===== src/rtl/ldc_pkg.sv =====
// Package holding register map, field layout, reset values and carrier types
package ldc_pkg;

    // SMBus target address; the value is arbitrary
    localparam logic [6:0] SMB_DEV_ADDR = 7'h2d;
    localparam logic [3:0] SMB_BITS = 4'h8;

    // Register offsets
    localparam logic [7:0] ADDR_GEN_CTRL = 8'h20;
    localparam logic [7:0] ADDR_DRV_CTRL = 8'h27;
    localparam logic [7:0] ADDR_CLK_CTRL = 8'h28;
    localparam logic [7:0] ADDR_EVT_CFG = 8'h2b;
    localparam logic [7:0] ADDR_EVT_CNT = 8'h3d;

    // Field positions
    localparam int GEN_RESET_BIT = 1;
    localparam int GEN_PWRDN_BIT = 0;
    localparam int DRV_SWING_BIT = 7;
    localparam int DRV_MGMT_BIT = 6;
    localparam int DRV_CLK_BIT = 5;
    localparam int DRV_LANE_HI = 4;
    localparam int CLK_RATE_BIT = 5;
    localparam int CLK_INV_BIT = 4;
    localparam int CLK_DLY_HI = 3;
    localparam int CLK_DLY_LO = 2;
    localparam int EVT_SEL_BIT = 3;
    localparam int EVT_CLR_REC_BIT = 2;
    localparam int EVT_CLR_LINK_BIT = 1;
    localparam int EVT_EN_BIT = 0;

    // Reset values and masks of stored bits
    localparam logic [7:0] GEN_RST = 8'h00;
    localparam logic [7:0] DRV_RST = 8'h00;
    localparam logic [7:0] CLK_RST = 8'h28;
    localparam logic [7:0] EVT_RST = 8'h00;
    localparam logic [7:0] GEN_MASK = 8'h03;
    localparam logic [7:0] CLK_MASK = 8'h3c;
    localparam logic [7:0] EVT_MASK = 8'h09;

    // Delay added per step of the forwarded clock delay field, in ps
    localparam logic [7:0] DELAY_STEP_PS = 8'h50;

    localparam int NUM_LANES = 5;
    localparam int NUM_EVT_CNT = 2;
    localparam int CNT_W = 8;
    localparam logic [CNT_W-1:0] CNT_MAX = 8'hff;

    typedef struct packed {
        logic output_swing_boost;
        logic clock_driver_en;
        logic [NUM_LANES-1:0] lane_driver_en;
    } ldc_drv_s;

    typedef struct packed {
        logic clock_rate_select;
        logic clock_polarity_invert;
        logic [1:0] delay_steps;
        logic [7:0] delay_ps;
    } ldc_clk_s;

endpackage : ldc_pkg


===== src/rtl/ldc_evt_cnt.sv =====
// Saturating event counter with input synchronisers, enable and clear
`timescale 1ns/1ps
module ldc_evt_cnt
    import ldc_pkg::*;
(
    // Clock and reset
    input wire logic mclk,
    input wire logic rst_b,
    // Event levels from outside the clock domain
    input wire logic [1:0] evt_raw,
    // Control
    input wire logic count_en,
    input wire logic clear,
    // Count
    output logic [CNT_W-1:0] count
);

    logic [1:0] ev_m;
    logic [1:0] ev_s;
    logic [1:0] ev_d;
    logic ev_edge;
    logic [CNT_W-1:0] next_count;

    always_ff @(posedge mclk or negedge rst_b) begin
        if (!rst_b) begin
            ev_m <= 2'h0;
            ev_s <= 2'h0;
            ev_d <= 2'h0;
        end else begin
            ev_m <= evt_raw;
            ev_s <= ev_m;
            ev_d <= ev_s;
        end
    end

    // Coincident edges on both sources count once
    assign ev_edge = |(ev_s & ~ev_d);

    always_comb begin
        next_count = count;
        if (clear) begin
            // An event in the clearing cycle survives as a count of one
            next_count = (ev_edge && count_en) ? 8'h01 : 8'h00;
        end else if (ev_edge && count_en && count != CNT_MAX) begin
            next_count = count + 8'h01;
        end
    end

    always_ff @(posedge mclk or negedge rst_b) begin
        if (!rst_b) begin
            count <= 8'h00;
        end else begin
            count <= next_count;
        end
    end
endmodule : ldc_evt_cnt


===== src/rtl/ldc_regs.sv =====
// Output driver, forwarded clock and event counter configuration behind SMBus
`timescale 1ns/1ps
module ldc_regs
    import ldc_pkg::*;
(
    // Clock and reset
    input wire logic mclk,
    input wire logic rst_b,
    // SMBus management pins
    input wire logic smb_scl,
    input wire logic smb_sda_in,
    output logic smb_sda_out,
    output logic smb_sda_oe,
    // Pin-determined driver enables, {clock, lane4..lane0}
    input wire logic [5:0] default_driver_en,
    // Event sources
    input wire logic clock_lost,
    input wire logic lock_lost,
    input wire logic link_error,
    // Configuration outputs
    output ldc_drv_s drv,
    output ldc_clk_s clk_cfg,
    output logic channel_reset,
    output logic digital_powerdown,
    output logic [CNT_W-1:0] selected_event_count
);

    typedef enum {
        SM_IDLE, SM_ADDR, SM_AACK, SM_PTR, SM_PACK, SM_WR, SM_WACK, SM_RD, SM_RACK
    } ldc_smb_state_e;

    // Pin synchronisers
    logic scl_m, scl_s, scl_d;
    logic sda_m, sda_s, sda_d;
    logic [5:0] def_m, def_s;

    always_ff @(posedge mclk or negedge rst_b) begin
        if (!rst_b) begin
            scl_m <= 1'b1;
            scl_s <= 1'b1;
            scl_d <= 1'b1;
            sda_m <= 1'b1;
            sda_s <= 1'b1;
            sda_d <= 1'b1;
            def_m <= 6'h00;
            def_s <= 6'h00;
        end else begin
            scl_m <= smb_scl;
            scl_s <= scl_m;
            scl_d <= scl_s;
            sda_m <= smb_sda_in;
            sda_s <= sda_m;
            sda_d <= sda_s;
            def_m <= default_driver_en;
            def_s <= def_m;
        end
    end

    logic scl_rise, scl_fall, smb_start, smb_stop;
    assign scl_rise = scl_s & ~scl_d;
    assign scl_fall = ~scl_s & scl_d;
    assign smb_start = scl_s & scl_d & sda_d & ~sda_s;
    assign smb_stop = scl_s & scl_d & ~sda_d & sda_s;

    // SMBus target engine
    ldc_smb_state_e state, next_state;
    logic [3:0] bitcnt, next_bitcnt;
    logic [7:0] shreg, next_shreg;
    logic [7:0] ptr, next_ptr;
    logic rw, next_rw;
    logic nack, next_nack;
    logic next_oe;
    logic wr_en;
    logic [7:0] rdata;

    // Registers
    logic [7:0] gen_ctrl, next_gen_ctrl;
    logic [7:0] drv_ctrl, next_drv_ctrl;
    logic [7:0] clk_ctrl, next_clk_ctrl;
    logic [7:0] evt_cfg, next_evt_cfg;
    logic [NUM_EVT_CNT-1:0] cnt_clear;
    logic [CNT_W-1:0] cnt [NUM_EVT_CNT];
    ldc_drv_s next_drv;
    ldc_clk_s next_clk_cfg;
    logic [CNT_W-1:0] next_selected;

    always_comb begin
        rdata = 8'h00;
        case (ptr)
            ADDR_GEN_CTRL: rdata = gen_ctrl;
            ADDR_DRV_CTRL: rdata = drv_ctrl;
            ADDR_CLK_CTRL: rdata = clk_ctrl;
            ADDR_EVT_CFG: rdata = evt_cfg;
            ADDR_EVT_CNT: rdata = selected_event_count;
            default: rdata = 8'h00;
        endcase
    end

    always_comb begin
        next_state = state;
        next_bitcnt = bitcnt;
        next_shreg = shreg;
        next_ptr = ptr;
        next_rw = rw;
        next_nack = nack;
        next_oe = smb_sda_oe;
        wr_en = 1'b0;
        if (smb_start) begin
            next_state = SM_ADDR;
            next_bitcnt = 4'h0;
            next_oe = 1'b0;
        end else if (smb_stop) begin
            next_state = SM_IDLE;
            next_oe = 1'b0;
        end else begin
            case (state)
                SM_ADDR, SM_PTR, SM_WR: begin
                    if (scl_rise) begin
                        next_shreg = {shreg[6:0], sda_s};
                        next_bitcnt = bitcnt + 4'h1;
                    end else if (scl_fall && bitcnt == SMB_BITS) begin
                        next_oe = 1'b1;
                        next_bitcnt = 4'h0;
                        if (state == SM_ADDR) begin
                            if (shreg[7:1] == SMB_DEV_ADDR) begin
                                next_rw = shreg[0];
                                next_state = SM_AACK;
                            end else begin
                                next_oe = 1'b0;
                                next_state = SM_IDLE;
                            end
                        end else if (state == SM_PTR) begin
                            next_ptr = shreg;
                            next_state = SM_PACK;
                        end else begin
                            wr_en = 1'b1;
                            next_state = SM_WACK;
                        end
                    end
                end
                SM_AACK: begin
                    if (scl_fall) begin
                        if (rw) begin
                            next_shreg = rdata;
                            next_oe = ~rdata[7];
                            next_state = SM_RD;
                        end else begin
                            next_oe = 1'b0;
                            next_state = SM_PTR;
                        end
                    end
                end
                SM_PACK, SM_WACK: begin
                    if (scl_fall) begin
                        next_oe = 1'b0;
                        next_state = SM_WR;
                        if (state == SM_WACK) begin
                            next_ptr = ptr + 8'h01;
                        end
                    end
                end
                SM_RD: begin
                    if (scl_rise) begin
                        next_bitcnt = bitcnt + 4'h1;
                    end else if (scl_fall) begin
                        if (bitcnt == SMB_BITS) begin
                            next_oe = 1'b0;
                            next_bitcnt = 4'h0;
                            next_ptr = ptr + 8'h01;
                            next_state = SM_RACK;
                        end else begin
                            next_shreg = {shreg[6:0], 1'b0};
                            next_oe = ~shreg[6];
                        end
                    end
                end
                SM_RACK: begin
                    if (scl_rise) begin
                        next_nack = sda_s;
                    end else if (scl_fall) begin
                        if (nack) begin
                            next_state = SM_IDLE;
                        end else begin
                            next_shreg = rdata;
                            next_oe = ~rdata[7];
                            next_state = SM_RD;
                        end
                    end
                end
                default: next_state = SM_IDLE;
            endcase
        end
    end

    always_ff @(posedge mclk or negedge rst_b) begin
        if (!rst_b) begin
            state <= SM_IDLE;
            bitcnt <= 4'h0;
            shreg <= 8'h00;
            ptr <= 8'h00;
            rw <= 1'b0;
            nack <= 1'b0;
            smb_sda_oe <= 1'b0;
        end else begin
            state <= next_state;
            bitcnt <= next_bitcnt;
            shreg <= next_shreg;
            ptr <= next_ptr;
            rw <= next_rw;
            nack <= next_nack;
            smb_sda_oe <= next_oe;
        end
    end

    // Open-drain: only ever pulls low
    assign smb_sda_out = 1'b0;

    // Register file and derived outputs
    always_comb begin
        next_gen_ctrl = gen_ctrl;
        next_drv_ctrl = drv_ctrl;
        next_clk_ctrl = clk_ctrl;
        next_evt_cfg = evt_cfg;
        cnt_clear = '0;
        if (wr_en) begin
            case (ptr)
                ADDR_GEN_CTRL: next_gen_ctrl = shreg & GEN_MASK;
                ADDR_DRV_CTRL: next_drv_ctrl = shreg;
                ADDR_CLK_CTRL: next_clk_ctrl = shreg & CLK_MASK;
                ADDR_EVT_CFG: begin
                    // Clear bits act on the write and are not stored
                    next_evt_cfg = shreg & EVT_MASK;
                    cnt_clear[0] = shreg[EVT_CLR_REC_BIT];
                    cnt_clear[1] = shreg[EVT_CLR_LINK_BIT];
                end
                default: ;
            endcase
        end
        next_drv.output_swing_boost = next_drv_ctrl[DRV_SWING_BIT];
        if (next_drv_ctrl[DRV_MGMT_BIT]) begin
            next_drv.clock_driver_en = next_drv_ctrl[DRV_CLK_BIT];
            next_drv.lane_driver_en = next_drv_ctrl[DRV_LANE_HI:0];
        end else begin
            next_drv.clock_driver_en = def_s[5];
            next_drv.lane_driver_en = def_s[DRV_LANE_HI:0];
        end
        next_clk_cfg.clock_rate_select = next_clk_ctrl[CLK_RATE_BIT];
        next_clk_cfg.clock_polarity_invert = next_clk_ctrl[CLK_INV_BIT];
        next_clk_cfg.delay_steps = next_clk_ctrl[CLK_DLY_HI:CLK_DLY_LO];
        next_clk_cfg.delay_ps = DELAY_STEP_PS * {6'h00, next_clk_cfg.delay_steps};
        next_selected = evt_cfg[EVT_SEL_BIT] ? cnt[1] : cnt[0];
    end

    always_ff @(posedge mclk or negedge rst_b) begin
        if (!rst_b) begin
            gen_ctrl <= GEN_RST;
            drv_ctrl <= DRV_RST;
            clk_ctrl <= CLK_RST;
            evt_cfg <= EVT_RST;
            drv <= '0;
            clk_cfg <= '{CLK_RST[CLK_RATE_BIT], CLK_RST[CLK_INV_BIT],
                CLK_RST[CLK_DLY_HI:CLK_DLY_LO],
                DELAY_STEP_PS * {6'h00, CLK_RST[CLK_DLY_HI:CLK_DLY_LO]}};
            selected_event_count <= 8'h00;
        end else begin
            gen_ctrl <= next_gen_ctrl;
            drv_ctrl <= next_drv_ctrl;
            clk_ctrl <= next_clk_ctrl;
            evt_cfg <= next_evt_cfg;
            drv <= next_drv;
            clk_cfg <= next_clk_cfg;
            selected_event_count <= next_selected;
        end
    end

    assign channel_reset = gen_ctrl[GEN_RESET_BIT];
    assign digital_powerdown = gen_ctrl[GEN_PWRDN_BIT];

    // Counter 0: clock recovery events, counter 1: data link events
    logic [1:0] evt_src [NUM_EVT_CNT];
    assign evt_src[0] = {lock_lost, clock_lost};
    assign evt_src[1] = {1'b0, link_error};

    genvar gi;
    generate
        for (gi = 0; gi < NUM_EVT_CNT; gi++) begin : g_cnt
            ldc_evt_cnt u_cnt (
                .mclk(mclk),
                .rst_b(rst_b),
                .evt_raw(evt_src[gi]),
                .count_en(evt_cfg[EVT_EN_BIT]),
                .clear(cnt_clear[gi]),
                .count(cnt[gi])
            );
        end
    endgenerate
endmodule : ldc_regs


===== config.mk =====
export PLATFORM = sky130hd
export DESIGN_NAME = ldc_regs
export DESIGN_NICKNAME = d
export VERILOG_FILES = /design/src/rtl/ldc_pkg.sv /design/src/rtl/ldc_evt_cnt.sv /design/src/rtl/ldc_regs.sv
export SDC_FILE = /design/constraint.sdc
export NUM_CORES = 1
export LEC_CHECK = 0
export BUFFER_PORTS_ARGS = -buffer_cell sky130_fd_sc_hd__buf_4
export CAP_MARGIN = 20
export CORE_MARGIN = 1
export CORE_UTILIZATION = 60
export CTS_BUF_LIST = sky130_fd_sc_hd__clkbuf_8 sky130_fd_sc_hd__clkbuf_16
export DETAILED_ROUTE_END_ITERATION = 12
export GPL_ROUTABILITY_DRIVEN = 0
export GPL_TIMING_DRIVEN = 1
export PLACE_DENSITY = 0.86
export SLEW_MARGIN = 30
export SYNTH_ARGS = -nofsm -noshare
export SYNTH_HDL_FRONTEND = slang
export SYNTH_SLANG_ARGS = --single-unit

===== constraint.sdc =====
create_clock -name mclk -period 3.16 [get_ports mclk]
set_input_delay 0.632 -clock mclk [delete_from_list [all_inputs] [get_ports mclk]]
set_output_delay 0.632 -clock mclk [all_outputs]
set_load 0.02 [all_outputs]

* After elaboration in Yosys (flattened, before gate mapping)
Cells that the tools add are included.
** Storage, ports and cells
- Register bits after elaboration :: 137
- Bits in latches :: 0
- Bits in writable memories :: 0
- ROM bits :: 0
- Bits of input ports :: 13
- Output and inout port bits :: 31
- Logic and storage cells :: 217
- Memories kept :: 0
** Cells by class
- Add/subtract/negate cells :: 4
- Multipliers :: 1
- Div/mod/pow operators :: 0
- Order comparisons :: 0
- Eq/ne operators :: 50
- Shifts and indexed selects :: 0
- Mux-type cells :: 83
- Bitwise logic cells :: 20
- Reductions and logical operators :: 24
** Operators with widths (number)
- $mux 32 :: 12
- $mux 8 :: 25
- $eq 32x3->1 const B :: 5
- $pmux 32 s5 :: 1
- $eq 32x2->1 const B :: 3
- $eq 32x4->1 const B :: 2
- $ne 4x4->1 const B :: 13
- $eq 8x6->1 const B :: 5
- $pmux 8 s5 :: 1
- $ne 2x2->1 const B :: 17
- $eq 32x1->1 const B :: 1
- $pmux 8 s4 :: 1
- $mux 4 :: 7
- $add 8x1->8 const B :: 3
- $mux 1 :: 24
- $pmux 8 s3 :: 1
- $reduce_and 12->1 :: 2
- $mux 6 :: 3
- $ne 8x8->1 const B :: 2
- $reduce_and 10->1 :: 1
- $not 1->1 :: 9
- $reduce_and 9->1 :: 1
- $mux 2 :: 4
- $pmux 4 s2 :: 1
- other kinds (22) :: 38

* Longest topological paths before layout
Gate-level depths: netlist (run 1).
- Depth after elaboration :: 10
- Depth in mapped cells :: 9
- Mapped depth without buffers :: 7

* Cells and area by module
From an unflattened synthesis (run 1), not the netlist that was laid out.
** Unflattened totals
- Cell total of the unflattened synthesis :: 496
- Area total of the unflattened synthesis :: 5246.3 µm²
** Modules (own cells, without submodules)
- ldc_regs :: instances 1, cells an instance 378, area an instance 3952.5 µm², seq. area each 1886.8 µm²
- ldc_evt_cnt :: instances 2, cells an instance 59, area an instance 646.9 µm², seq. area each 350.3 µm²

* Worst setup path before layout (run 1)
Ideal clock, no wire load.
- Path type :: reg-to-reg
- From :: register scl_d
- To :: register g_cnt[0].u_cnt.count[0]
- Arrival :: 2.250 ns
- Data required time :: 3.077 ns
- Setup slack :: 0.827 ns
- Stages on the path, launching flop included :: 9
- Buffers on the path :: 1
- Path through :: dfstp_2 -> inv_1 -> ha_1 -> nand4bb_1 -> a2111oi_4 -> and4_1 -> buf_4 -> mux2_1 -> o21ai_0
** On the way
- Longest elaborated chain between the ends :: 9
** RTL lines
- from (decl) :: RTL line ldc_regs.sv:33 : logic scl_m, scl_s, scl_d;
- from (signal assigned) :: RTL line ldc_regs.sv:50 : scl_d <= scl_s;
- $and 1x1->1 :: RTL line ldc_regs.sv:61 : assign scl_fall = ~scl_s & scl_d;
- $logic_and 1x1->1 :: RTL line ldc_regs.sv:121 : end else if (scl_fall && bitcnt == SMB_BITS) begin
- $mux 1 :: RTL line ldc_regs.sv:121
- $mux 1 :: RTL line ldc_regs.sv:118 : if (scl_rise) begin
- $mux 1 :: RTL line ldc_regs.sv:116 : case (state)
- $mux 1 :: RTL line ldc_regs.sv:112 : end else if (smb_stop) begin
- $mux 1 (*) :: RTL line ldc_regs.sv:108 : if (smb_start) begin
- $mux 2 (*) :: RTL line ldc_regs.sv:225 : if (wr_en) begin
- $mux 8 or $reduce_bool 2->1 (tied branches)
- to (signal assigned) :: RTL line ldc_evt_cnt.sv:53 : count <= next_count;
- to (decl) :: RTL line ldc_evt_cnt.sv:15 : output logic [CNT_W-1:0] count
Mark *: on every way between the ends. The rest lies on a longest branch, timed or not.
A chain may end at the register's enable or synchronous reset.

* Worst setup path in the final report (run 1)
- From :: register scl_d
- To :: register g_cnt[1].u_cnt.count[0]
** On the way
- Longest elaborated chain between the ends :: 9
** RTL lines (RTL line)
- $and 1x1->1 :: ldc_regs.sv:61
- $logic_and 1x1->1 :: ldc_regs.sv:121
- $mux 1 :: ldc_regs.sv:121
- $mux 1 :: ldc_regs.sv:118
- $mux 1 :: ldc_regs.sv:116
- $mux 1 :: ldc_regs.sv:112
- $mux 1 (*) :: ldc_regs.sv:108
- $mux 2 (*) :: ldc_regs.sv:225
- $mux 8 or $reduce_bool 2->1 (tied branches)
- to (signal assigned) :: ldc_evt_cnt.sv:53
- to (decl) :: ldc_evt_cnt.sv:15
Marks and branches as above.

==> impl_summary.txt, run 1 <==
----------------------------------------------------
[Outcome]
  Status ... completed

[CTS]
  Worst-path clk slew ... ~110 ps
  CTS H-tree lvls ... 3
  Buffer type at the clock tree root ... sky130_fd_sc_hd__clkbuf_8
  Clock latency of the later-clocked register in the worst-skew pair ... 370 ps
  Number of sinks on the clock net ... 100
  Buffer levels on the longest clock path ... 2
  Hold Buf Count CTS ... 0
  Post-CTS Repair Setup Buffers ... 0
  Clock buffers created by TritonCTS ... 9
  Post-cts sizing count ... 0
  TritonCTS clock tree ... yes

[Power]
  Cell leakage power ... around 2.4 nW
  Worst IR Drop VDD ... roughly 0.00028 V
  Ratio of total power to cell area ... between 500 and 600 mW/mm^2

[Yosys]
  Count of flip-flops with a built-in enable after synthesis ... 0
  Number of different library cells in the post-synthesis netlist ... 72
  Share of the synthesized netlist area taken by xor and xnor gates ... 0.0240
  Most used DFF post-synth ... sky130_fd_sc_hd__dfrtp_1
  Cell type with the largest total area after synthesis ... sky130_fd_sc_hd__dfrtp_1
  Commonest cells post-synth ... sky130_fd_sc_hd__dfrtp_1, sky130_fd_sc_hd__nand2_1, sky130_fd_sc_hd__nor2_1, sky130_fd_sc_hd__mux2_2
  Most frequent cell after synthesis ... sky130_fd_sc_hd__dfrtp_1
  Mux share of post-synthesis cell area ... 0.0747
  Synth Area per Inst ... 10.7 sq um
  Area share of the leading cell type in the synthesized netlist ... 0.455
  Flip-flop and latch count after synthesis ... 100
  Ys Warns ... 0
  Sequential fraction of the synthesis area ... 0.497
  Area share of and/or/nand/nor cells after synthesis ... 0.173
  Ranking of synthesized cells by area ... sky130_fd_sc_hd__dfrtp_1, sky130_fd_sc_hd__mux2_2, sky130_fd_sc_hd__dfstp_2, sky130_fd_sc_hd__nand2_1, sky130_fd_sc_hd__ha_1
  Share of flip-flops with an asynchronous set or reset ... 1.00
  Main combinational cell family by area after synthesis ... simple AND/OR/NAND/NOR gates
  Post-Syn Area ... 0.00506 sq mm
  Synthesized instance count ... 471
  Arithmetic-cell share of the synthesized area counting full adders, half adders and majority gates ... 0.0272
  Area fraction in compound gates after synthesis ... 0.159

[Timing]
  TNS Setup ... 0 ps
  Tmin final ... ~2600 ps
  RSZ-0062 raised after global routing ... false
  Relative slew slack ... 0.469
  Part of the cycle the worst path needs ... 0.832
  Worst Slack Setup Final ... approximately 530 ps
  Worst slew pin tran ... ~800 ps
  Final Hold Fails ... 0
  Upper clock frequency limit ... 381 MHz
  Final count of pins violating max slew ... 0
  Worst clock skew ... around 10 ps
  Worst hold slack across all endpoints ... roughly 340 ps
  Number of setup violations in the final report ... 0

[Global routing]
  Vias in the first global route ... 3731
  Number of antenna violations at the first check in global routing ... 0
  Overflow after GRT ... 0
  Maximum number of pins on one net before global-route repair ... 65
  Global routing usage summed across all routing layers ... 0.267
  Global-route wire length before repair ... ~18000 um

[Worst setup path]
  Setup slack, reg-to-reg ... 530 ps
  Critical R2R Launch ... scl_d
  CP Max Fanout ... 12
  Data arrival, critical path ... 2930 ps
  Data required time of the worst path ... about 3500 ps
  R2R cell count ... 8
  Kind of critical path ... reg2reg
  Setup crit start kind ... flip-flop
  Worst setup path endpoint ... g_cnt[1].u_cnt.count[0]
  Endpoint of the worst-slack reg-to-reg timing path ... g_cnt[1].u_cnt.count[0]
  Critical path endpoint category ... flip-flop
  Worst setup startpoint ... scl_d

[Floorplan]
  Die Footprint ... 0.00880 sq mm
  Initial Util ... 0.618
  Die H ... 93.8 um
  Die Wd ... roughly 94 um
  CORE AREA ... a little over 0.008 sq mm
  Rows ... 33
  Total I/O pin count ... 44

[Flow run]
  Number of violations of the max-capacitance limit ... 0

[Cells and area]
  Antenna diode count ... 0
  Fraction of final layout cells sized beyond drive strength 1 ... 0.219
  Layout net count ... between 500 and 600
  Fill cell count ... about 600
  Area used by multi-input combinational logic ... ~0.0023 sq mm
  Layout-stage area growth over the synthesis result ... 9.90%
  FF/Latch Area ... 0.00251 sq mm

[Placed design]
  Worst slack at placement ... around 600 ps
  Port buffer count ... 38
  Final HPWL DP ... around 7700 um

[Routing]
  Final antenna-violating net count ... 0
  First drt pass iteration count ... 6
  Total routed wirelength ... 11000 um
  Initial DRC count ... between 200 and 300
  Detailed-route via count ... approximately 3800
  Mean number of vias per cell ... between 6 and 7
  Routed wire per std cell ... 18.1 um
  DRC violation count after routing ... 0

[Min path]
  Path type of the worst min-delay path ... in2async

----------------------------------------------------
-- worst max-delay path, cell delays in order (launching register included) --
cell and delay, ps:
sky130_fd_sc_hd__dfstp_2 560, sky130_fd_sc_hd__inv_1 60, sky130_fd_sc_hd__ha_1 300, sky130_fd_sc_hd__nand4bb_1 310, sky130_fd_sc_hd__a2111oi_4 320, sky130_fd_sc_hd__buf_4 230, sky130_fd_sc_hd__and3_1 220, sky130_fd_sc_hd__and2_1 340
sky130_fd_sc_hd__mux2i_1 220
-- placed cells by master, fill, tap and decap left out, types with 3 or more instances in the layout --
cell type / n
sky130_fd_sc_hd__a21o_1: 3
sky130_fd_sc_hd__a21oi_1: 18
sky130_fd_sc_hd__a22o_1: 3
sky130_fd_sc_hd__a22oi_1: 4
sky130_fd_sc_hd__a2bb2oi_1: 4
sky130_fd_sc_hd__a31oi_1: 4
sky130_fd_sc_hd__a32oi_1: 4
sky130_fd_sc_hd__and2_1: 4
sky130_fd_sc_hd__and3_1: 3
sky130_fd_sc_hd__buf_4: 42
sky130_fd_sc_hd__clkbuf_8: 9
sky130_fd_sc_hd__conb_1: 5
sky130_fd_sc_hd__dfrtp_1: 92
sky130_fd_sc_hd__dfstp_2: 8
sky130_fd_sc_hd__ha_1: 11
sky130_fd_sc_hd__inv_1: 11
sky130_fd_sc_hd__mux2_2: 29
sky130_fd_sc_hd__mux2i_1: 4
sky130_fd_sc_hd__nand2_1: 43
sky130_fd_sc_hd__nand2b_1: 4
sky130_fd_sc_hd__nand3_1: 18
sky130_fd_sc_hd__nand3b_1: 9
sky130_fd_sc_hd__nand4_1: 5
sky130_fd_sc_hd__nor2_1: 33
sky130_fd_sc_hd__nor2b_1: 10
sky130_fd_sc_hd__nor3_1: 10
sky130_fd_sc_hd__nor4_1: 4
sky130_fd_sc_hd__o211ai_1: 7
sky130_fd_sc_hd__o21a_1: 3
sky130_fd_sc_hd__o21ai_0: 16
sky130_fd_sc_hd__o221a_1: 6
sky130_fd_sc_hd__o22a_1: 4
sky130_fd_sc_hd__o31ai_1: 4
sky130_fd_sc_hd__or2_2: 3
sky130_fd_sc_hd__xnor2_1: 11
-- per-stage QoR --
stage | power, mW | area [sq um] | util | instances
2_1_floorplan | 1.89 | 5070 | - | 475
3_3_place_gp | 2.05 | 5360 | 0.655 | 591
5_1_grt | 3.01 | 5560 | 0.680 | 607
4_1_cts | 2.87 | 5560 | 0.680 | 607
3_5_place_dp | 2.08 | 5360 | 0.655 | 591
6_report | 2.86 | 5560 | 0.680 | 607
-- flip-flops by register name, indices dropped and copies added (netlist names), 3 cells and up --
name                  count
bitcnt                    4
clk_cfg                   3
def_m                     6
def_s                     6
drv                       7
drv_ctrl                  7
g_cnt.u_cnt.count        16
g_cnt.u_cnt.ev_d          3
g_cnt.u_cnt.ev_m          3
g_cnt.u_cnt.ev_s          3
ptr                       8
selected_event_count      8
shreg                     8
state                     4
-- area by class of cell --
class,instances,area share
Inverter,11,0.00743
Tap cell,105,0.0236
Timing Repair Buffer,43,0.0603
Clock inverter,7,0.0140
Sequential cell,100,0.452
Multi-Input combinational cell,332,0.420
Clock buffer,9,0.0223
-- power breakdown --
group | leakage, nW | internal (mW) | total (mW) | switching [mW]
clock network | 0.0979 | 0.312 | 0.801 | 0.489
registers | 1.27 | 1.39 | 1.62 | 0.221
logic | 1.06 | 0.206 | 0.447 | 0.240
total | 2.43 | 1.91 | 2.86 | 0.950
-- logic make-up (layout without fill, tap and decap cells) --
logic type	after synthesis	after routing
AO/OA/AOI/OAI	107	107
XOR/XNOR	13	13
buffers and inverters	43	70
AND/OR/NAND/NOR	162	162
other	1	5
flip-flops	100	100
multiplexers	34	34
adder cells (fa/ha/maj)	11	11
-- how the worst min path moves through the flow --
stage	endpoint	slack, ps
floorplan	def_s[0]	330
global placement	def_s[2]	330
detailed placement	g_cnt[0].u_cnt.ev_s[0]	340
CTS	sda_m	350
global route	def_m[3]	340
finish	bitcnt[2]	340
-- per-layer routing --
metal	global-route usage	wire length [um]	vias to the layer above
li1	-	-	1757
met1	0.353	4630	1874
met2	0.446	5440	166
met5	0	0	-
met3	0.0461	639	26
met4	0.0885	251	0
(Power assumes the default switching activity.)
==> inputs of run 2 (changes only) <==
--- a/config.mk
+++ b/config.mk
@@ -8,12 +8,12 @@
 export BUFFER_PORTS_ARGS = -buffer_cell sky130_fd_sc_hd__buf_4
 export CAP_MARGIN = 20
 export CORE_MARGIN = 1
-export CORE_UTILIZATION = 60
+export CORE_UTILIZATION = 54
 export CTS_BUF_LIST = sky130_fd_sc_hd__clkbuf_8 sky130_fd_sc_hd__clkbuf_16
 export DETAILED_ROUTE_END_ITERATION = 12
 export GPL_ROUTABILITY_DRIVEN = 0
 export GPL_TIMING_DRIVEN = 1
-export PLACE_DENSITY = 0.86
+export PLACE_DENSITY = 0.82
 export SLEW_MARGIN = 30
 export SYNTH_ARGS = -nofsm -noshare
 export SYNTH_HDL_FRONTEND = slang
==> constraint.sdc (replaced) <==
create_clock -name mclk -period 2.4 [get_ports mclk]
set_input_delay 0.48 -clock mclk [delete_from_list [all_inputs] [get_ports mclk]]
set_output_delay 0.48 -clock mclk [all_outputs]
set_load 0.02 [all_outputs]
==> run 2 against run 1 <==
Against the previous run:
- setup slack worse by 440 ps
- first-iteration DRC count is 5.4% higher
- critical path depth stayed put
- critical endpoint is now evt_cfg[3]
- largest power group unchanged
==> impl_summary.txt, run 2 (synthesis gave the netlist of run 1 again) <==
----------------------------------------------------
[Global routing]
  Maximum number of pins on one net before global-route repair ... 48 (-26%)
  Global-route wire length before repair ... 18500 um (+2.1%)
  Vias in the first global route ... 3761 (+0.80%)
  Global routing usage summed across all routing layers ... 0.244 (-0.0227)
  Overflow after GRT ... 0 (unchanged)
  Number of antenna violations at the first check in global routing ... 0 (unchanged)

[Timing]
  Worst slew pin tran ... 684 ps (-113 ps)
  RSZ-0062 raised after global routing ... false
  Worst hold slack across all endpoints ... 51.3 ps (-290 ps)
  Worst Slack Setup Final ... 93.5 ps (-438 ps)
  Relative slew slack ... 0.540 (+0.0719)
  Number of setup violations in the final report ... 0 (unchanged)
  Upper clock frequency limit ... 434 MHz (+14%)
  Final count of pins violating max slew ... 0 (unchanged)
  Worst clock skew ... 8.97 ps (-1.47 ps)
  Tmin final ... 2310 ps (-322 ps)
  Final Hold Fails ... 0 (unchanged)
  TNS Setup ... 0 ps (unchanged)
  Part of the cycle the worst path needs ... 0.961 (+0.129)

[Cells and area]
  Most common cell after layout, fill and taps aside ... sky130_fd_sc_hd__dfrtp_1
  Leading cell types in the layout, fill and taps excluded ... sky130_fd_sc_hd__dfrtp_1, sky130_fd_sc_hd__buf_4, sky130_fd_sc_hd__nand2_1, sky130_fd_sc_hd__nor2_1, sky130_fd_sc_hd__mux2_2
  Fraction of the core area covered by cells at the end of the flow ... 0.639 (-0.0404)
  Flip-flop count of the largest register, all copies and words added ... 16 (unchanged)
  Largest Register ... g_cnt.u_cnt.count
  Layout net count ... 536 (+2.9%)
  Fraction of final layout cells sized beyond drive strength 1 ... 0.251 (+0.0323)
  Antenna diode count ... 0 (unchanged)
  Layout-stage area growth over the synthesis result ... 12.4%

[Worst setup path]
  Bufs and invs on worst path ... 3 (+1)
  R2R cell count ... 8 (unchanged)
  Endpoint of the worst-slack reg-to-reg timing path ... evt_cfg[3]
  Total number of cells along the worst setup path ... 8 (unchanged)
  Setup slack, reg-to-reg ... 90 ps (-440 ps)
  Standard cell with the maximum stage delay on the critical path ... sky130_fd_sc_hd__dfstp_2
  Worst setup startpoint ... scl_d
  Series of cell instances along the critical path ... inv_1 -> ha_1 -> nand4bb_4 -> a2111oi_4 -> buf_4 -> and3_1 -> buf_4 -> mux2_2
  Largest stage delay on the critical path ... 550 ps (about the same)
  CP Max Fanout ... 6 (-6)
  Data required time of the worst path ... 2670 ps (-790 ps)
  Worst path top cell family by delay ... flip-flops
  Critical R2R Launch ... scl_d
  Worst setup path endpoint ... evt_cfg[3]
  Setup crit start kind ... flip-flop
  Data arrival, critical path ... 2580 ps (-350 ps)
  Most numerous cell on the critical path ... sky130_fd_sc_hd__buf_4
  Kind of critical path ... reg2reg
  Critical path endpoint category ... flip-flop

[Floorplan]
  Rows ... 34 (+3.0%)
  Die H ... 98.8 um (+5.3%)
  Die Wd ... 98.8 um (+5.3%)
  Initial Util ... 0.569 (-0.0498)
  Die Footprint ... 0.00975 sq mm (+11%)
  CORE AREA ... 0.00889 sq mm (+8.8%)
  Total I/O pin count ... 44 (unchanged)

[Power]
  Ratio of total power to cell area ... 657 mW/mm^2 (+28%)
  Cell leakage power ... 2.50 nW (+2.9%)
  Worst IR Drop VDD ... 0.000445 V (+58%)

[Placed design]
  Worst slack at placement ... 23.5 ps (-581 ps)
  Port buffer count ... 38 (unchanged)
  Final HPWL DP ... 7860 um (+2.0%)

[Routing]
  Initial DRC count ... 294 (+5.4%)
  DRC violation count after routing ... 0 (unchanged)
  Total routed wirelength ... 11100 um (+1.5%)
  Routed wire per std cell ... 17.8 um (-1.4%)
  Mean number of vias per cell ... 6.15 (-2.4%)
  First drt pass iteration count ... 7 (+1)
  Detailed-route via count ... 3841 (+0.47%)
  Final antenna-violating net count ... 0 (unchanged)

[CTS]
  Hold Buf Count CTS ... 0 (unchanged)
  Worst-path clk slew ... 90 ps (-20 ps)
  Buffer type at the clock tree root ... sky130_fd_sc_hd__clkbuf_8
  Post-CTS Repair Setup Buffers ... 0 (unchanged)
  Number of sinks on the clock net ... 100 (unchanged)
  Clock latency of the later-clocked register in the worst-skew pair ... 380 ps (about the same)
  CTS H-tree lvls ... 3 (unchanged)
  Clock buffers created by TritonCTS ... 9 (unchanged)
  Buffer levels on the longest clock path ... 2 (unchanged)
  TritonCTS clock tree ... yes

[Flow run]
  Number of violations of the max-capacitance limit ... 0 (unchanged)

[Outcome]
  Status ... completed

[Min path]
  Path type of the worst min-delay path ... in2async

----------------------------------------------------
## run 2: layout make-up
| cell class | instances | area, sq um |
|---|---|---|
| Sequential cell | 100 | 2510 |
| Clock inverter | 6 | 38.8 |
| Tap cell | 108 | 135 |
| Multi-Input combinational cell | 332 | 2370 |
| Inverter | 11 | 41.3 |
| Fill cell | 680 | 3210 |
| Timing Repair Buffer | 58 | 448 |
| Clock buffer | 10 | 138 |
## run 2: what timing repair did
action	4_1_cts	5_1_grt
resized for setup	1	6
pin swaps	0	1
gates cloned	0	0
endpoints found under the setup margin	1	11
## run 2: worst min-delay path by stage
stage,from,endpoint,slack (ps),cells after the start
after detailed placement,g_cnt[0].u_cnt.ev_m[0],g_cnt[0].u_cnt.ev_s[0],340,0
after global placement,def_m[2],def_s[2],330,0
after CTS,rst_b,drv_ctrl[0],50,1
after floorplan,rst_b,bitcnt[0],180,0
final,rst_b,drv_ctrl[0],50,1
after global routing,rst_b,gen_ctrl[1],60,1
## run 2: metal layers
metal  GRT usage  wire (um)
met5           0          0
met4      0.0941        300
met3      0.0610        627
met2       0.403       5370
met1       0.312       4830
## run 2: where the power goes
part	internal (mW)	switching [mW]
Clock	0.403	0.575
Combinational	0.295	0.335
Sequential	1.84	0.293
Total	2.53	1.20
## run 2: per-stage QoR
stage	area [sq um]	std cells	power [mW]
after CTS	5650	625	3.74
after detailed placement	5470	609	2.76
final	5680	625	3.74
after floorplan	5070	475	2.49
after global routing	5680	625	3.92
after global placement	5470	609	2.72
==> inputs of run 3 (changes only) <==
==> config.mk (replaced) <==
export PLATFORM = sky130hd
export DESIGN_NAME = ldc_regs
export DESIGN_NICKNAME = d
export VERILOG_FILES = /design/src/rtl/ldc_pkg.sv /design/src/rtl/ldc_evt_cnt.sv /design/src/rtl/ldc_regs.sv
export SDC_FILE = /design/constraint.sdc
export NUM_CORES = 1
export LEC_CHECK = 0
export CAP_MARGIN = 20
export CORE_MARGIN = 1
export CORE_UTILIZATION = 57
export DETAILED_ROUTE_END_ITERATION = 12
export DONT_BUFFER_PORTS = 1
export GPL_ROUTABILITY_DRIVEN = 0
export GPL_TIMING_DRIVEN = 1
export PLACE_DENSITY = 0.81
export SKIP_CTS_REPAIR_TIMING = 1
export SLEW_MARGIN = 30
export SYNTH_ARGS = -nofsm -noshare
export SYNTH_HDL_FRONTEND = slang
export SYNTH_SLANG_ARGS = --single-unit
==> run 3 against run 2 <==
Against the previous run:
- the run now ends with negative hold slack left
- final area decreased by 5.1%
- worst hold slack got worse by 250 ps
- fmax increased by 0.68%
- first-iteration DRC count increased by 5.1%
- setup slack improved by 16 ps
- critical path depth decreased by 1
- count of clock-buffer cells in the layout increased by 2
- clock power increased by 11%
- final cell count decreased by 6.9%
- critical path type unchanged
==> impl_summary.txt, run 3 (synthesis gave the netlist of run 1 again) <==
----------------------------------------------------
[Outcome]
  Status ... finished with violations
  Violations in the final reports ... negative hold slack

[Floorplan]
  Die Wd ... 96.2 um (-2.6%)
  Rows ... 33 (-2.9%)
  CORE AREA ... 0.00838 sq mm (-5.7%)
  Initial Util ... 0.603 (+0.0345)
  Die H ... 96.2 um (-2.6%)
  Die Footprint ... 0.00925 sq mm (-5.2%)
  Total I/O pin count ... 44 (unchanged)

[CTS]
  Clock latency of the later-clocked register in the worst-skew pair ... 360 ps (-20 ps)
  Worst-path clk slew ... 90 ps (about the same)
  Clock buffers created by TritonCTS ... 9 (unchanged)
  TritonCTS clock tree ... yes
  Buffer levels on the longest clock path ... 2 (unchanged)
  CTS H-tree lvls ... 3 (unchanged)
  Buffer type at the clock tree root ... sky130_fd_sc_hd__clkbuf_8
  Number of sinks on the clock net ... 100 (unchanged)

[Power]
  Cell leakage power ... 2.29 nW (-8.3%)
  Switching Share ... 0.303 (-0.0188)
  Net Sw Power ... 1.14 mW (-5.4%)
  Total power ... 3.76 mW (+0.50%)
  Power share of the sequential group ... 0.568 (-0.002)
  Ratio of total power to cell area ... 696 mW/mm^2 (+5.9%)
  Worst IR Drop VDD ... 0.000351 V (-21%)
  Internal power of the cells ... 2.62 mW (+3.3%)
  Share of total power in combinational logic ... 0.143 (-0.026)
  Clock power share ... 0.290 (+0.028)

[Routing]
  Detailed-route via count ... 3684 (-4.1%)
  Mean number of vias per cell ... 6.33 (+3.0%)
  Initial DRC count ... 309 (+5.1%)
  First drt pass iteration count ... 5 (-2)
  Total routed wirelength ... 10500 um (-5.7%)
  Routed wire per std cell ... 18.0 um (+1.3%)
  DRC violation count after routing ... 0 (unchanged)
  Final antenna-violating net count ... 0 (unchanged)

[Timing]
  Worst slew pin tran ... 686 ps (+1.63 ps)
  Number of setup violations in the final report ... 0 (unchanged)
  Worst clock skew ... 8.31 ps (-0.653 ps)
  Relative slew slack ... 0.539 (-0.00110)
  Final Hold Fails ... 98 (+98)
  RSZ-0062 raised after global routing ... false
  Upper clock frequency limit ... 436 MHz (+0.68%)
  Part of the cycle the worst path needs ... 0.955 (-0.00646)
  Final count of pins violating max slew ... 0 (unchanged)
  Tmin final ... 2290 ps (-15.5 ps)
  TNS Setup ... 0 ps (unchanged)
  Worst hold slack across all endpoints ... -197 ps (-248 ps)

[Min path]
  Path type of the worst min-delay path ... in2async

[Worst setup path]
  Critical R2R Launch ... scl_d
  Data arrival, critical path ... 2540 ps (-40 ps)
  R2R cell count ... 7 (-1)
  Worst setup startpoint ... scl_d
  Data required time of the worst path ... 2650 ps (-20 ps)
  Worst setup path endpoint ... shreg[5]
  Setup crit start kind ... flip-flop
  Setup slack, reg-to-reg ... 110 ps (+20 ps)
  Endpoint of the worst-slack reg-to-reg timing path ... shreg[5]
  Critical path endpoint category ... flip-flop
  Kind of critical path ... reg2reg
  CP Max Fanout ... 6 (unchanged)

[Cells and area]
  Fraction of final layout cells sized beyond drive strength 1 ... 0.189 (-0.0628)
  Largest Register ... g_cnt.u_cnt.count
  Leading cell types in the layout, fill and taps excluded ... sky130_fd_sc_hd__dfrtp_1, sky130_fd_sc_hd__nand2_1, sky130_fd_sc_hd__nor2_1, sky130_fd_sc_hd__mux2_2
  Layout-stage area growth over the synthesis result ... 6.66%
  Antenna diode count ... 0 (unchanged)
  Non-Filler Cell Area, Final ... 0.00539 sq mm (-5.1%)
  Most common cell after layout, fill and taps aside ... sky130_fd_sc_hd__dfrtp_1
  Layout net count ... 496 (-7.5%)
  Non-filler instance count after layout ... 582 (-6.9%)
  Flip-flop count of the largest register, all copies and words added ... 16 (unchanged)

[Placed design]
  Area after DPL ... 0.00515 sq mm (-5.8%)
  Port buffer count ... 0 (-100%)
  Post-placement cell count ... 566 (-7.1%)
  Final HPWL DP ... 7360 um (-6.3%)

[Global routing]
  Maximum number of pins on one net before global-route repair ... 101 (+110%)
  Vias in the first global route ... 3513 (-6.6%)
  Number of antenna violations at the first check in global routing ... 0 (unchanged)
  Overflow after GRT ... 0 (unchanged)
  Global routing usage summed across all routing layers ... 0.246 (+0.00129)
  Global-route wire length before repair ... 17300 um (-6.6%)

[Flow run]
  Number of violations of the max-capacitance limit ... 0 (unchanged)

----------------------------------------------------
run 3: cell types whose count changed in the layout (fill, tap and decap cells not counted), moves of 2 or more:
cell,previous run,this run
sky130_fd_sc_hd__clkbuf_1,0,2
sky130_fd_sc_hd__and3_1,3,1
sky130_fd_sc_hd__buf_4,57,17
sky130_fd_sc_hd__clkinvlp_4,2,0
sky130_fd_sc_hd__clkinv_2,3,0
sky130_fd_sc_hd__clkinv_4,0,2
run 3: cell type report:
cell class                      instances  area, sq um
Inverter                               11         41.3
Multi-Input combinational cell        332         2370
Sequential cell                       100         2510
Clock buffer                           12          145
Fill cell                             650         2990
Clock inverter                          4         56.3
Timing Repair Buffer                   18          139
Tap cell                              105          131
run 3: worst max-delay path, stage by stage (launching register included):
cell and delay [ps]:
sky130_fd_sc_hd__dfstp_2 560, sky130_fd_sc_hd__ha_1 280, sky130_fd_sc_hd__or3b_2 470, sky130_fd_sc_hd__a32oi_1 180, sky130_fd_sc_hd__o2111a_2 310, sky130_fd_sc_hd__buf_4 160, sky130_fd_sc_hd__nand2_1 60, sky130_fd_sc_hd__o22a_1 150
run 3: power groups by stage:
stage	Clock (mW)	Sequential [mW]	Combinational, mW
2_1_floorplan	0	2.02	0.473
3_3_place_gp	0	2.15	0.500
3_5_place_dp	0	2.15	0.521
4_1_cts	1.12	2.12	0.524
5_1_grt	1.18	2.16	0.598
6_report	1.09	2.13	0.535
run 3: per-stage QoR:
step	utilization	worst slack (ps)
after floorplan	-	67.3
after global placement	0.615	149
after detailed placement	0.615	67.8
after CTS	0.639	41.4
after global routing	0.643	11.9
final	0.643	109
run 3: worst min path at each step:
stage / cells after the start / end / from / slack, ps
after detailed placement: 0 / bitcnt[0] / rst_b / 190
after floorplan: 0 / bitcnt[0] / rst_b / 180
final: 0 / bitcnt[0] / rst_b / -200
after CTS: 0 / bitcnt[0] / rst_b / -220
after global placement: 0 / bitcnt[1] / rst_b / 190
after global routing: 0 / bitcnt[0] / rst_b / -220
run 3: routing by layer:
layer	GRT usage	share of wire	wire, um	vias up
met1	0.334	0.44	4650	1827
met5	0	0	0	-
li1	-	-	-	1700
met3	0.0490	0.059	615	27
met2	0.384	0.47	4980	130
met4	0.103	0.024	251	0
